$ cat config.mk
export PLATFORM = sky130hd
export DESIGN_NAME = rsuc_top
export DESIGN_NICKNAME = d
export VERILOG_FILES = /design/src/rsuc_pkg.sv /design/src/rsuc_sel_if.sv /design/src/rsuc_evt_sel.sv /design/src/rsuc_top.sv
export VERILOG_INCLUDE_DIRS = /design/src /design/src/src
export SDC_FILE = /design/constraint.sdc
export NUM_CORES = 1
export LEC_CHECK = 0
export CORE_MARGIN = 10
export CORE_UTILIZATION = 63
export CTS_CLUSTER_SIZE = 14
export DETAILED_ROUTE_END_ITERATION = 6
export DONT_BUFFER_PORTS = 1
export PLACE_DENSITY_LB_ADDON = 0.1
export RECOVER_POWER = 100
export SLEW_MARGIN = 15
export SYNTH_ARGS = -nofsm -noshare
export SYNTH_HDL_FRONTEND = slang
export SYNTH_SLANG_ARGS = --single-unit
$ cat constraint.sdc
create_clock -name core_clk_i -period 7 [get_ports core_clk_i]
set_input_delay 1.4 -clock core_clk_i [delete_from_list [all_inputs] [get_ports core_clk_i]]
set_output_delay 1.4 -clock core_clk_i [all_outputs]
set_load 0.05 [all_outputs]
$ cat src/rsuc_consts.svh
`ifndef RSUC_CONSTS_SVH
`define RSUC_CONSTS_SVH

// ----------------------------------------
// Event codes
// ----------------------------------------
`define RSUC_EV_ADDR_RING 8'h3e
`define RSUC_EV_ACK_RING  8'h3f
`define RSUC_EV_DATA_RING 8'h40

// ----------------------------------------
// Ring selection
// ----------------------------------------
`define RSUC_RING_ADDR 2'h0
`define RSUC_RING_ACK  2'h1
`define RSUC_RING_DATA 2'h2

// ----------------------------------------
// Unit-mask bits and patterns
// ----------------------------------------
`define RSUC_UM_CWE_V0   0
`define RSUC_UM_CWE_V1   4
`define RSUC_UM_LO_LSB   0
`define RSUC_UM_LO_MSB   3
`define RSUC_UM_HI_LSB   4
`define RSUC_UM_HI_MSB   7
`define RSUC_UM_ALL_CW   8'h33
`define RSUC_UM_ALL_CCW  8'hcc
`define RSUC_UM_NONE     8'h00

// ----------------------------------------
// Config word layout
// ----------------------------------------
`define RSUC_CFG_CODE_LSB 0
`define RSUC_CFG_CODE_MSB 7
`define RSUC_CFG_UM_LSB   8
`define RSUC_CFG_UM_MSB   15
`define RSUC_CFG_CLR_BIT  17
`define RSUC_CFG_EN_BIT   22
`define RSUC_CFG_TWO_BIT  23
`define RSUC_CFG_RESET    32'h0000_0000

// ----------------------------------------
// Word indices, byte address is four times
// ----------------------------------------
`define RSUC_IDX_CFG  4'h0
`define RSUC_IDX_LO   4'h4
`define RSUC_IDX_HI   4'h8
`define RSUC_IDX_STAT 4'hc
`define RSUC_ADDR_LSB 2
`define RSUC_ADDR_MSB 5

`endif

$ cat src/rsuc_pkg.sv
`include "rsuc_consts.svh"

package rsuc_pkg;

    typedef enum logic {
        RSUC_BUS_IDLE = 1'b0,
        RSUC_BUS_ACK  = 1'b1
    } rsuc_bus_st_t;

    typedef struct packed {
        logic       vld;
        logic [1:0] ring;
    } rsuc_ring_sel_t;

    typedef struct packed {
        logic       two_col;
        logic       en;
        logic [7:0] umask;
        logic [7:0] code;
    } rsuc_cfg_t;

    function automatic rsuc_ring_sel_t rsuc_ring_of(input logic [7:0] code);
        rsuc_ring_sel_t s;
        s = '0;
        case (code)
            `RSUC_EV_ADDR_RING: s = '{1'b1, `RSUC_RING_ADDR};
            `RSUC_EV_ACK_RING:  s = '{1'b1, `RSUC_RING_ACK};
            `RSUC_EV_DATA_RING: s = '{1'b1, `RSUC_RING_DATA};
            default:            s = '0;
        endcase
        return s;
    endfunction : rsuc_ring_of

endpackage : rsuc_pkg

$ cat src/rsuc_sel_if.sv
`timescale 1ns/1ps
`default_nettype none

interface rsuc_sel_if
    import rsuc_pkg::*;
#(
    parameter int NCNT = 4
);
    rsuc_cfg_t [NCNT-1:0] cfg;
    logic [2:0][7:0]      occ;
    logic [NCNT-1:0]      inc;

    modport ctl (output cfg, output occ, input inc);
    modport sel (input cfg, input occ, output inc);
endinterface : rsuc_sel_if

`default_nettype wire

$ cat src/rsuc_evt_sel.sv
`timescale 1ns/1ps
`default_nettype none

module rsuc_evt_sel
    import rsuc_pkg::*;
#(
    parameter int NCNT = 4
) (
    // Config in, increments out
    rsuc_sel_if.sel sif
);

    rsuc_ring_sel_t rs;
    logic [7:0]     occ8;

    always_comb begin
        rs   = '0;
        occ8 = '0;
        for (int n = 0; n < NCNT; n++) begin
            rs   = rsuc_ring_of(sif.cfg[n].code);
            occ8 = sif.occ[rs.ring];
            // Two columns: low mask bits see both virtual rings
            if (sif.cfg[n].two_col) begin
                occ8[`RSUC_UM_LO_MSB:`RSUC_UM_LO_LSB] =
                    occ8[`RSUC_UM_LO_MSB:`RSUC_UM_LO_LSB] |
                    occ8[`RSUC_UM_HI_MSB:`RSUC_UM_HI_LSB];
            end
            // Any selected bit counts the cycle once
            sif.inc[n] = sif.cfg[n].en & rs.vld &
                         (|(sif.cfg[n].umask & occ8));
        end
    end

endmodule : rsuc_evt_sel

`default_nettype wire

$ cat src/rsuc_top.sv
// How it works
// - Code 0x3e counts each cycle the address ring is occupied here.
// - Code 0x3f counts each cycle the acknowledge ring is occupied here.
// - Code 0x40 counts each cycle the data-block ring is occupied here.
// - Passing and sunk packets count; packets injected by this stop do not.
// - At most one per cycle; only counters 0 to 3 exist.
// - Mask bit 0 clockwise even vring 0; bit 1 clockwise odd vring 0.
// - Mask bit 2 counterclockwise even vring 0; bit 3 counterclockwise odd.
// - Mask bit 4 clockwise even vring 1; bit 5 clockwise odd vring 1.
// - Mask bit 6 counterclockwise even vring 1; bit 7 counterclockwise odd.
// - Mask 0x33 counts any clockwise occupancy.
// - Mask 0xcc counts any counterclockwise occupancy.
// - Per ring, at most one clockwise and one counterclockwise packet a cycle.
// - Two-column mode: vring0 selection covers vring0 plus vring1.
`timescale 1ns/1ps
`default_nettype none
`include "rsuc_consts.svh"

module rsuc_top
    import rsuc_pkg::*;
#(
    parameter int NCNT  = 4,
    parameter int CNT_W = 48
) (
    // Clock and reset
    input  wire logic                  core_clk_i,
    input  wire logic                  rst_n_i,
    // Avalon-MM slave
    input  wire logic [5:0]            avs_address,
    input  wire logic                  avs_read,
    input  wire logic                  avs_write,
    input  wire logic [31:0]           avs_writedata,
    input  wire logic [3:0]            avs_byteenable,
    output logic      [31:0]           avs_readdata,
    output logic                       avs_waitrequest,
    // Ring observation, [ring][slot]
    input  wire logic [2:0][7:0]       ring_slot_vld_i,
    input  wire logic [2:0][7:0]       ring_slot_inj_i
);

    // ----------------------------------------
    // Parameter checks
    // ----------------------------------------
    // Only four general counters can carry these events
    if (NCNT < 1 || NCNT > 4) begin : g_bad_ncnt
        $error("NCNT must be 1 to 4");
    end
    if (CNT_W < 33 || CNT_W > 64) begin : g_bad_cnt_w
        $error("CNT_W must be 33 to 64");
    end

    // ----------------------------------------
    // Helpers
    // ----------------------------------------
    function automatic logic [31:0] be_merge(input logic [31:0] old_v,
                                             input logic [31:0] new_v,
                                             input logic [3:0]  be);
        logic [31:0] r;
        r = old_v;
        for (int b = 0; b < 4; b++) begin
            if (be[b]) r[b*8 +: 8] = new_v[b*8 +: 8];
        end
        return r;
    endfunction : be_merge

    function automatic logic [31:0] cfg_word(input rsuc_cfg_t c);
        logic [31:0] w;
        w = `RSUC_CFG_RESET;
        w[`RSUC_CFG_CODE_MSB:`RSUC_CFG_CODE_LSB] = c.code;
        w[`RSUC_CFG_UM_MSB:`RSUC_CFG_UM_LSB]     = c.umask;
        w[`RSUC_CFG_EN_BIT]                      = c.en;
        w[`RSUC_CFG_TWO_BIT]                     = c.two_col;
        return w;
    endfunction : cfg_word

    // ----------------------------------------
    // State
    // ----------------------------------------
    rsuc_bus_st_t              st_ff, nxt_st;
    logic [31:0]               rdata_ff, nxt_rdata;
    rsuc_cfg_t [NCNT-1:0]      cfg_ff, nxt_cfg;
    logic [NCNT-1:0][CNT_W-1:0] cnt_ff, nxt_cnt;
    logic [3:0]                word;
    logic                      req;
    logic                      wr_go;
    logic [31:0]               wmerged;
    logic [NCNT-1:0]           code_ok;

    rsuc_sel_if #(.NCNT(NCNT)) sif ();

    // ----------------------------------------
    // Event selection
    // ----------------------------------------
    assign sif.cfg = cfg_ff;
    // Injected slots are masked out before selection
    assign sif.occ = ring_slot_vld_i & ~ring_slot_inj_i;

    rsuc_evt_sel #(.NCNT(NCNT)) u_sel (
        .sif (sif.sel)
    );

    rsuc_ring_sel_t [NCNT-1:0] rsel;
    logic [7:0]                occ_sel0;

    always_comb begin
        for (int n = 0; n < NCNT; n++) begin
            rsel[n]    = rsuc_ring_of(cfg_ff[n].code);
            code_ok[n] = rsel[n].vld;
        end
    end
    // Counter 0's selected ring, for the checks below
    assign occ_sel0 = sif.occ[rsel[0].ring];

    // ----------------------------------------
    // Bus handshake
    // ----------------------------------------
    // One wait cycle gives the read mux a full cycle to settle
    assign req             = avs_read | avs_write;
    assign word            = avs_address[`RSUC_ADDR_MSB:`RSUC_ADDR_LSB];
    assign avs_waitrequest = req & (st_ff != RSUC_BUS_ACK);
    assign wr_go           = avs_write & (st_ff == RSUC_BUS_ACK);
    assign avs_readdata    = rdata_ff;

    always_comb begin
        nxt_st    = st_ff;
        nxt_rdata = rdata_ff;
        unique case (st_ff)
            RSUC_BUS_IDLE: begin
                if (req) nxt_st = RSUC_BUS_ACK;
            end
            RSUC_BUS_ACK: begin
                nxt_st = RSUC_BUS_IDLE;
            end
        endcase
        // Snapshot taken one cycle before the answer; low and high
        // halves are separate reads and can tear while counting
        if (st_ff == RSUC_BUS_IDLE && avs_read) begin
            nxt_rdata = '0;
            for (int n = 0; n < NCNT; n++) begin
                if (word == `RSUC_IDX_CFG + 4'(n)) nxt_rdata = cfg_word(cfg_ff[n]);
                if (word == `RSUC_IDX_LO + 4'(n))  nxt_rdata = cnt_ff[n][31:0];
                if (word == `RSUC_IDX_HI + 4'(n)) begin
                    nxt_rdata = 32'(cnt_ff[n][CNT_W-1:32]);
                end
            end
            if (word == `RSUC_IDX_STAT) begin
                nxt_rdata = {24'h00_0000, 4'(code_ok), 4'(sif.inc)};
            end
        end
    end

    always_ff @(posedge core_clk_i) begin
        if (!rst_n_i) begin
            st_ff    <= RSUC_BUS_IDLE;
            rdata_ff <= 32'h0000_0000;
        end else begin
            st_ff    <= nxt_st;
            rdata_ff <= nxt_rdata;
        end
    end

    // ----------------------------------------
    // Config and counters
    // ----------------------------------------
    always_comb begin
        wmerged = be_merge(`RSUC_CFG_RESET, avs_writedata, avs_byteenable);
        nxt_cfg = cfg_ff;
        nxt_cnt = cnt_ff;
        for (int n = 0; n < NCNT; n++) begin
            // Increment gated by enable and a ring code
            nxt_cnt[n] = cnt_ff[n] + CNT_W'(sif.inc[n]);
            if (wr_go && word == `RSUC_IDX_CFG + 4'(n)) begin
                wmerged = be_merge(cfg_word(cfg_ff[n]), avs_writedata, avs_byteenable);
                nxt_cfg[n].code    = wmerged[`RSUC_CFG_CODE_MSB:`RSUC_CFG_CODE_LSB];
                nxt_cfg[n].umask   = wmerged[`RSUC_CFG_UM_MSB:`RSUC_CFG_UM_LSB];
                nxt_cfg[n].en      = wmerged[`RSUC_CFG_EN_BIT];
                nxt_cfg[n].two_col = wmerged[`RSUC_CFG_TWO_BIT];
                // Clear request wins over a same-cycle event
                if (wmerged[`RSUC_CFG_CLR_BIT]) nxt_cnt[n] = '0;
            end
        end
    end

    always_ff @(posedge core_clk_i) begin
        if (!rst_n_i) begin
            cfg_ff <= '0;
            cnt_ff <= '0;
        end else begin
            cfg_ff <= nxt_cfg;
            cnt_ff <= nxt_cnt;
        end
    end

    logic [7:0] occ_addr, occ_ack, occ_data;
    assign occ_addr = ring_slot_vld_i[`RSUC_RING_ADDR] & ~ring_slot_inj_i[`RSUC_RING_ADDR];
    assign occ_ack  = ring_slot_vld_i[`RSUC_RING_ACK] & ~ring_slot_inj_i[`RSUC_RING_ACK];
    assign occ_data = ring_slot_vld_i[`RSUC_RING_DATA] & ~ring_slot_inj_i[`RSUC_RING_DATA];
endmodule : rsuc_top

`default_nettype wire

* Word level (Yosys, flattened, before mapping)
Cells that the tools add are included.
** Storage, ports and cells
- Register bits :: 297
- Word-level logic and storage cells :: 146
** Operators by class
- Bitwise logic cells :: 22
- Magnitude comparators :: 4
- Mux-type cells :: 44
- Add/subtract/negate cells :: 4
- Equal/unequal tests :: 28
- Reductions and logical operators :: 22
** Operator list (count)
- 2-to-1 mux 32 bit :: 12
- 2-to-1 mux 48 bit :: 8
- adder 48 x 1 -> 48 bit :: 4
- 2-to-1 mux 8 bit :: 9
- binary-select mux 8 bit (select 2 bit) :: 4
- == test 8 x 6 -> 1 bit, second input constant :: 8
- one-hot mux 3 bit (3 select lines) :: 4
- bitwise AND 8 bit :: 4
- == test 8 x 7 -> 1 bit, second input constant :: 4
- OR reduction 8 bit :: 4
- bitwise AND 24 bit :: 1
- 2-to-1 mux 24 bit :: 1
- NOT 24 bit :: 1
- AND reduction 2 bit :: 12
- == test 4 bit, second input constant :: 5
- == test 4 x 3 -> 1 bit, second input constant :: 4
- 2-to-1 mux 4 bit :: 4
- OR 4 bit :: 4
- < comparator 2 x 3 -> 1 bit, second input constant :: 4
- bitwise AND 1 bit :: 10
- == test 4 x 2 -> 1 bit, second input constant :: 2
- inequality test 2 bit, second input constant :: 4
- logical AND 1 bit :: 5
- == test 4 x 1 -> 1 bit, second input constant :: 1
- other kinds (5) :: 5

* Longest topological paths before layout
Gate-level depths: netlist of the first run.
- Depth after elaboration :: 14
- Mapped depth :: 17

* Cells and area by module
From an unflattened synthesis of the first run, not the netlist that was laid out.
** Second synthesis, totals
- Cell total of the unflattened synthesis :: 2046
- Area total of the unflattened synthesis :: 16156.7 um2
** By module, submodules not included
- rsuc_top :: instances 1, cells an instance 1826, seq. area each 5945.7 um2, area an instance 14756.7 um2
- rsuc_evt_sel :: instances 1, cells an instance 220, seq. area each 0.0 um2, area an instance 1400.1 um2

* Worst setup path after synthesis of the first run
Ideal clock, no wire load.
- Path kind :: input port to flip-flop
- From :: input ring_slot_inj_i[8] (netlist name)
- To :: register cnt_ff[41] (netlist name)
- Setup slack :: 2.457 ns
- Data arrival time :: 4.472 ns
- Cell stages on the path :: 14
- Buffers on the path :: 1
- Data required time :: 6.929 ns
- Cell sequence :: nand2b_1 > or3_1 > a311o_1 > o2111ai_1 > nor3_1 > nor2_1 > ha_1 > and4_1 > nand4_1 > or4_4 > or3_1 > buf_2 > or3_1 > a21oi_1
** Between the ends
- Longest elaborated chain between the ends :: 12
** Ends and longest elaborated chain
- from (decl) :: RTL line rsuc_top.sv:38 : input wire logic [2:0][7:0] ring_slot_inj_i
- NOT 24 bit * :: RTL line rsuc_top.sv:96 : assign sif.occ = ring_slot_vld_i & ~ring_slot_inj_i;
- bitwise AND 24 bit * :: RTL line rsuc_top.sv:96
- binary-select mux 8 bit (select 2 bit) * :: RTL line rsuc_evt_sel.sv:21 : occ8 = sif.occ[rs.ring];
- 2-to-1 mux 8 bit (implied by the code) * :: RTL line rsuc_evt_sel.sv:21
- OR 4 bit :: RTL line rsuc_evt_sel.sv:25 : occ8[`RSUC_UM_LO_MSB:`RSUC_UM_LO_LSB] |
- 2-to-1 mux 4 bit * :: RTL line rsuc_evt_sel.sv:23 : if (sif.cfg[n].two_col) begin
- bitwise AND 8 bit * :: RTL line rsuc_evt_sel.sv:30 : (|(sif.cfg[n].umask & occ8));
- OR reduction 8 bit * :: RTL line rsuc_evt_sel.sv:30
- bitwise AND 1 bit * :: RTL line rsuc_evt_sel.sv:29 : sif.inc[n] = sif.cfg[n].en & rs.vld &
- adder 48 x 1 -> 48 bit * :: RTL line rsuc_top.sv:171 : nxt_cnt[n] = cnt_ff[n] + CNT_W'(sif.inc[n]);
- 2-to-1 mux 48 bit :: RTL line rsuc_top.sv:179 : if (wmerged[`RSUC_CFG_CLR_BIT]) nxt_cnt[n] = '0;
- 2-to-1 mux 48 bit * :: RTL line rsuc_top.sv:172 : if (wr_go && word == `RSUC_IDX_CFG + 4'(n)) begin
- to (signal assigned) :: RTL line rsuc_top.sv:190 : cnt_ff <= nxt_cnt;
- to (decl) :: RTL line rsuc_top.sv:82 : logic [NCNT-1:0][CNT_W-1:0] cnt_ff, nxt_cnt;
Every way passes the cells marked *; elsewhere a longest branch is shown, timed or not. The select of a mux whose other input is x is not followed.
A chain may end at the register's enable or synchronous reset.

* Worst setup path in the final report of the first run
- From :: register cfg_ff[18] (netlist name)
- To :: register cnt_ff[92] (netlist name)
** Between the ends
- Longest elaborated chain between the ends :: 12
** Ends and longest elaborated chain
- from (decl) :: RTL line rsuc_top.sv:81 : rsuc_cfg_t [NCNT-1:0] cfg_ff, nxt_cfg;
- from (signal assigned) :: RTL line rsuc_top.sv:189 : cfg_ff <= nxt_cfg;
- == test 8 x 7 -> 1 bit or == test 8 x 6 -> 1 bit (tied branches) :: RTL line rsuc_pkg.sv:25 : case (code)
- one-hot mux 3 bit (3 select lines) * :: RTL line rsuc_pkg.sv:25
- binary-select mux 8 bit (select 2 bit) :: RTL line rsuc_evt_sel.sv:21
- 2-to-1 mux 8 bit (implied by the code) :: RTL line rsuc_evt_sel.sv:21
- OR 4 bit :: RTL line rsuc_evt_sel.sv:25
- 2-to-1 mux 4 bit :: RTL line rsuc_evt_sel.sv:23
- bitwise AND 8 bit :: RTL line rsuc_evt_sel.sv:30
- OR reduction 8 bit :: RTL line rsuc_evt_sel.sv:30
- bitwise AND 1 bit * :: RTL line rsuc_evt_sel.sv:29
- adder 48 x 1 -> 48 bit * :: RTL line rsuc_top.sv:171
- 2-to-1 mux 48 bit :: RTL line rsuc_top.sv:179
- 2-to-1 mux 48 bit * :: RTL line rsuc_top.sv:172
Marks and branches as above.

==> results.md, run 1 <==
- Status: complete, no violations
- Mean post-synth cell area: 7.92 sq um
- Post-Synthesis Cell Area: 16400 sq um
- Post-DP HPWL: 42000 microns
- Comb power frac: 4.3%
- Nets: 2098
- GPL Wtd Cong: 1.02
- Clk slew on worst S/H paths: 0.06 ns
- Critical Path Sink: cnt_ff[92]$_SDFF_PN0_
- Most frequent cells in the layout: dfxtp_1 (297), nor2_1 (202), nand2_1 (154), o21ai_0 (133), a21oi_1 (119)
- Share of cells above drive strength 1: 4.81%
- Largest fanout on the critical path: 12
- Initial antenna violation count: 1
- Static leakage: 5.46 nW
- Yosys synthesis warning count: 0
- Routed Antenna Nets: 0
- Worst r2r path cells: 13
- Worst Setup SP: cfg_ff[18]$_SDFFE_PN0P_
- CTS tree: yes
- Vias: 16100
- Reg-to-Reg Start: cfg_ff[18]$_SDFFE_PN0P_
- Deepest clock path buffer count: 3
- Top_reg_cell synth: dfxtp_1
- Vias in the first global route: 14500
- Register bit count reported by yosys: 297
- Upper clock frequency limit: 0.192 GHz
- Port Buffers: 0
- Maxcap violations: 0
- Post-CTS Setup Bufs: 0
- Area added between synthesis and finish: 8.01%
- Net count after synthesis: 2178
- Post-Syn Instances: 2072
- Reg-to-reg slack, setup: 1.78 ns
- CP endpoint kind: flop
- Max VDD drop: 228 uV
- Pwr Total: 3.72 mW
- # clock sinks: 297
- Die width: 181 microns
- Startpoint Class: flop
- Pwr dens: 210 nW/um^2
- Core ar.: 25800 sq um
- Global Route Usage Sum: 32.7%
- Cell Rows: 59
- Worst hold path class: reg2reg
- Initial core utilization: 63.5%
- Required time of the critical path: 7.46 ns
- CTS-repair resized insts: 0
- Hold Vio Cnt, Final: 0
- 1st-iter DRT viols: 2467
- Register share of total power: 46.1%
- Boundary Pins: 127
- Max Clock Skew: 0.0170 ns
- RSZ-0062 raised after global routing: false
- Worst skew pair latency: 0.53 ns
- Fraction of registers with async set/reset: 0%
- Switch share: 23.1%
- Routed WL: 56900 microns
- Final Max Slew Viols: 0
- Distinct cells, synth: 74
- P_int: 2.86 mW
- Crit path kind: reg2reg
- CP peak stage delay: 1.00 ns
- Diodes inserted: 0
- # DRC: 0
- Slew @ Worst Pin: 1.39 ns
- Power share of the clock group: 49.6%
- H-tree depth: 2
- CP Cell Sequence: nor4_1 -> and2_0 -> a211oi_1 -> o311ai_0 -> nor4bb_1 -> a21oi_1 -> ha_1 -> ha_1 -> and2_0 -> nand4_1 -> or3_1 -> or3_1 -> a21oi_1
- Sw power: 859 uW
- Slew headroom: 7.30%
- Min Tclk post-route: 5.22 ns
- Crit share post-route: 74.5%
- Seq/Total Area, Yosys: 36.2%
- Final core occ: 68.6%
- Final setup fails: 0
- Drt wl/cell: 24.2 microns
- Fin worst setup slack: 1.78 ns
- Layout fillers: 2186
- TNS Setup: 0 ns
- Data arrival, critical path: 5.67 ns
- Grt total ovfl: 0
- Die area: 32900 sq um
- Root Driver: clkbuf_16
- Final hold slack: 0.484 ns
- Hold Buf Count CTS: 0
- FF-to-FF End: cnt_ff[92]$_SDFF_PN0_
- CP max stage cell: nor4_1
- Largest net degree at the start of global routing: 109
- Die Height: 181 microns
- CTS Buf Count: 35
- Commonest non-fill, non-tap cell in the layout: dfxtp_1
- Vias per std cell: 6.83
- Post-synth EDFFs: 0
- 1st-pass router iterations: 7
- Setup WS pre-CTS: 1.78 ns
- First-pass GRT wire length: 86100 microns
[worst min path at each step]
| stage | startpoint | endpoint | cells past startpoint |
|---|---|---|---|
| finish | cnt_ff[142]$_SDFF_PN0_ | cnt_ff[142]$_SDFF_PN0_ | 2 |
| global route | cnt_ff[142]$_SDFF_PN0_ | cnt_ff[142]$_SDFF_PN0_ | 2 |
| CTS | cnt_ff[143]$_SDFF_PN0_ | cnt_ff[143]$_SDFF_PN0_ | 2 |
| detailed placement | cnt_ff[143]$_SDFF_PN0_ | cnt_ff[143]$_SDFF_PN0_ | 2 |
| global placement | cnt_ff[143]$_SDFF_PN0_ | cnt_ff[143]$_SDFF_PN0_ | 2 |
| floorplan | cnt_ff[143]$_SDFF_PN0_ | cnt_ff[143]$_SDFF_PN0_ | 2 |
[registers in the layout, summed over array words and instances (netlist names)]
signal / flops
avs_readdata: 32
cfg_ff: 72
st_ff: 1
cnt_ff: 192
[synthesized netlist by cell type, drive strengths merged (34+ instances only)]
cell type	n	share of area, %
dfxtp	297	36
nor2	203	4.6
nand2	154	3.5
o21ai	137	4.2
clkbuf	126	2.9
a21oi	119	3.6
nand3	85	2.6
xnor2	83	4.4
nor2b	74	2.8
nor3	67	2.0
a22oi	55	2.5
nand4	55	2.2
inv	51	1.2
or3	50	1.9
xor2	50	2.7
a21boi	44	2.0
nor4	39	1.5
mux2i	38	2.3
and4	34	1.8
[critical path, delay by kind of cell (launching register included)]
kind            cells  cell delay [ns]
compound gates      4             1.00
flops               1             0.47
fa+ha+maj           2             0.57
simple gates        7             3.11
[metal layers]
layer	track usage (%)	up-vias	share of wire (%)
met5	0	-	0.021
met4	11.5	2	3.6
met3	6.70	139	12
met2	49.9	925	44
met1	45.0	7595	40
li1	-	7400	-
[stage by stage]
stage / instance area [sq um] / cells
floorplan: 16400 / 2072
global placement: 16500 / 2288
detailed placement: 16500 / 2288
CTS: 17700 / 2349
global route: 17700 / 2351
finish: 17700 / 2351
[cell type report]
class | instances | area (sq um) | share of cell area (%)
Clock buffer | 49 | 1000 | 5.64
Clock inverter | 12 | 158 | 0.889
Inverter | 51 | 191 | 1.08
Multi-Input combinational cell | 1587 | 9830 | 55.4
Sequential cell | 297 | 5950 | 33.5
Tap cell | 335 | 419 | 2.36
Timing Repair Buffer | 20 | 186 | 1.05
[logic make-up after synthesis]
group / count (synthesis) / synth area share [%]
adders and majority gates: 12 / 0.915
AOI/OAI and AO/OA: 514 / 20.1
buffers and inverters: 188 / 4.37
xor gates and xnor gates: 133 / 7.10
and+or+nand+nor: 888 / 28.8
muxes: 40 / 2.45
DFF: 297 / 36.2
[power by group through the flow]
stage / sequential [mW] / clock (mW) / combinational [mW]
after floorplan: 1.75 / 0 / 0.120
after global placement: 1.75 / 0 / 0.147
after detailed placement: 1.75 / 0 / 0.148
after CTS: 1.71 / 1.85 / 0.148
after global routing: 1.71 / 1.91 / 0.168
final: 1.71 / 1.85 / 0.159
No activity file was read; power rests on OpenSTA's default activity.
==> run 2, diff against run 1 <==
--- a/config.mk
+++ b/config.mk
@@ -6,8 +6,9 @@
 export SDC_FILE = /design/constraint.sdc
 export NUM_CORES = 1
 export LEC_CHECK = 0
+export ABC_AREA = 1
 export CORE_MARGIN = 10
-export CORE_UTILIZATION = 63
+export CORE_UTILIZATION = 59
 export CTS_CLUSTER_SIZE = 14
 export DETAILED_ROUTE_END_ITERATION = 6
 export DONT_BUFFER_PORTS = 1
==> constraint.sdc (replaced) <==
create_clock -name core_clk_i -period 4.3 [get_ports core_clk_i]
set_input_delay 0.86 -clock core_clk_i [delete_from_list [all_inputs] [get_ports core_clk_i]]
set_output_delay 0.86 -clock core_clk_i [all_outputs]
set_load 0.05 [all_outputs]
==> results.md, run 2 <==
- Status: complete, but fails checks
- Failing checks: max-capacitance violations, max-slew violations
- Register bit count reported by yosys: 297
- Global Route Usage Sum: 31.5%
- Initial core utilization: 59.7%
- Slew @ Worst Pin: 1.80 ns
- Commonest non-fill, non-tap cell in the layout: nand2_1
- Area added between synthesis and finish: 8.31%
- CP Cell Sequence: nor2_1 -> nand4_1 -> inv_1 -> nand2_1 -> nand3_1 -> nand2_1 -> nand2_1 -> nand3_1 -> o21bai_1 -> inv_1 -> ha_1 -> ha_1 -> nor3b_2 -> nand4_1 -> inv_1 -> nand2_1 -> nor3_1 -> nand3_1 -> nand2_1 -> nor3b_1
- Deepest clock path buffer count: 3
- Crit path kind: reg2reg
- GPL Wtd Cong: 1.01
- Cell Rows: 63
- Worst hold path class: reg2reg
- Startpoint Class: flop
- Largest fanout on the critical path: 10
- # clock sinks: 297
- Placed cell areas: 18100 sq um
- Post-Synthesis Cell Area: 17600 sq um
- Share of cells above drive strength 1: 6.36%
- Upper clock frequency limit: 0.247 GHz
- H-tree depth: 2
- Routed Antenna Nets: 0
- Sequential cell area: 5950 sq um
- Die Height: 193 microns
- Final Max Slew Viols: 63
- First-pass GRT wire length: 93200 microns
- Root Driver: clkbuf_16
- # DRC: 0
- Data arrival, critical path: 4.47 ns
- CTS Buf Count: 35
- Core ar.: 29600 sq um
- 1st-iter DRT viols: 2369
- Vias: 18800
- Pwr dens: 313 nW/um^2
- Net count after synthesis: 2879
- Final setup fails: 0
- Post-Syn Instances: 2773
- Die area: 37200 sq um
- CTS-repair resized insts: 0
- Hold Vio Cnt, Final: 0
- Final hold slack: 0.462 ns
- Port Buffers: 0
- CP max stage cell: dfxtp_1
- Top_reg_cell synth: dfxtp_1
- Most flops, register: cnt_ff
- Vias per std cell: 5.91
- Cell accounting for the most synthesized area: dfxtp_1
- Crit share post-route: 94.0%
- Routed WL: 61000 microns
- Boundary Pins: 127
- Yosys synthesis warning count: 0
- Top cell type's share of synthesized area: 33.7%
- Worst skew pair latency: 0.52 ns
- Vias in the first global route: 17000
- Diodes inserted: 0
- Drt wl/cell: 19.1 microns
- Min Tclk post-route: 4.04 ns
- CP endpoint kind: flop
- Clk slew on worst S/H paths: 0.06 ns
- 1st-pass router iterations: 6
- Multi-input gate area: 10000 sq um
- Non-filler instance count after layout: 3189
- Required time of the critical path: 4.73 ns
- Commonest cells post-synth: nand2_1 (640), nor2_1 (419), inv_1 (325)
- Placed insts: 3131
- CP peak stage delay: 0.43 ns
- Max reg flops: 192
- Pwr Total: 5.99 mW
- Most used cell, CP: nand2_1
- Post-DP HPWL: 47700 microns
- Most frequent cells in the layout: nand2_1 (644), nor2_1 (424), inv_1 (331), dfxtp_1 (297), nand3_1 (185)
- CTS tree: yes
- Post-layout instance area: 19100 sq um
- Synth area leaders: dfxtp_1 (34%), nand2_1 (14%), nor2_1 (8.9%), inv_1 (6.9%), nand3_1 (5.2%)
- Slew headroom: -19.9%
- Mean post-synth cell area: 6.36 sq um
- Layout fillers: 2773
- Count leader, synth: nand2_1
- Seq/Total Area, Yosys: 33.7%
- Initial antenna violation count: 1
- Die width: 193 microns
- Static leakage: 7.02 nW
- Nets: 2885
- Largest net degree at the start of global routing: 77
- Max VDD drop: 298 uV
- Maxcap violations: 2
- Distinct cells, synth: 55
- TNS Setup: 0 ns
- Post-synth EDFFs: 0
- Grt total ovfl: 0
- Max Clock Skew: 0.0192 ns
- Fraction of registers with async set/reset: 0%
-- run 2: what timing repair did --
item	in CTS	in global routing
setup buffers	0	1
hold buffers	0	0
endpoints found under the setup margin	0	1
-- run 2: cell families (layout without fill, tap and decap cells) --
family,count (synthesis),count (layout),share of synthesized area [%]
simple gates,1624,1624,42.7
compound gates,382,382,11.6
flops,297,297,33.7
xor+xnor,42,42,2.08
fa+ha+maj,12,12,0.851
buf+inv,416,442,9.12
-- run 2: area by class of cell --
cell class                      instances  share of cell area (%)
Sequential cell                       297                    31.1
Clock inverter                          3                   0.340
Multi-Input combinational cell       2060                    52.4
Clock buffer                           54                    5.44
Inverter                              351                    6.89
Timing Repair Buffer                   34                    1.26
Tap cell                              390                    2.55
-- run 2: path summary, 6_finish.rpt --
path / endpoint / slack [ns] / cells after the start / from
max: cnt_ff[94]$_SDFF_PN0_ / 0.26 / 20 / cfg_ff[18]$_SDFFE_PN0P_
min: cnt_ff[142]$_SDFF_PN0_ / 0.46 / 2 / cnt_ff[142]$_SDFF_PN0_
max reg2reg: cnt_ff[94]$_SDFF_PN0_ / 0.26 / 20 / cfg_ff[18]$_SDFFE_PN0P_
min reg2reg: cnt_ff[142]$_SDFF_PN0_ / 0.46 / 2 / cnt_ff[142]$_SDFF_PN0_
-- run 2: through the flow --
| stage | setup slack [ns] | utilization [%] |
|---|---|---|
| CTS | 0.424 | 65.0 |
| floorplan | 0.945 | - |
| finish | 0.258 | 64.7 |
| detailed placement | 0.277 | 61.3 |
| global placement | 0.310 | 61.3 |
| global route | -0.0312 | 64.7 |
-- run 2: critical path, delay by kind of cell (launching register included) --
family | cells | cell delay, ns
AND/OR/NAND/NOR | 14 | 2.39
buffers and inverters | 3 | 0.55
flip-flops | 1 | 0.43
adder cells (fa/ha/maj) | 2 | 0.40
AO/OA/AOI/OAI | 1 | 0.19
-- run 2: power by group --
group          switching, mW  leakage [nW]  internal (mW)
logic                  0.191          4.09         0.0647
clock network           1.17         0.538           1.77
registers             0.0293          2.39           2.76
-- run 2: layer usage --
metal | vias up | global-route usage, % | wire length, microns
li1 | 9107 | - | -
met1 | 8642 | 41.9 | 25400
met2 | 951 | 49.8 | 27000
met3 | 135 | 6.65 | 6530
met4 | 2 | 10.7 | 2040
met5 | - | 1.59 | 76
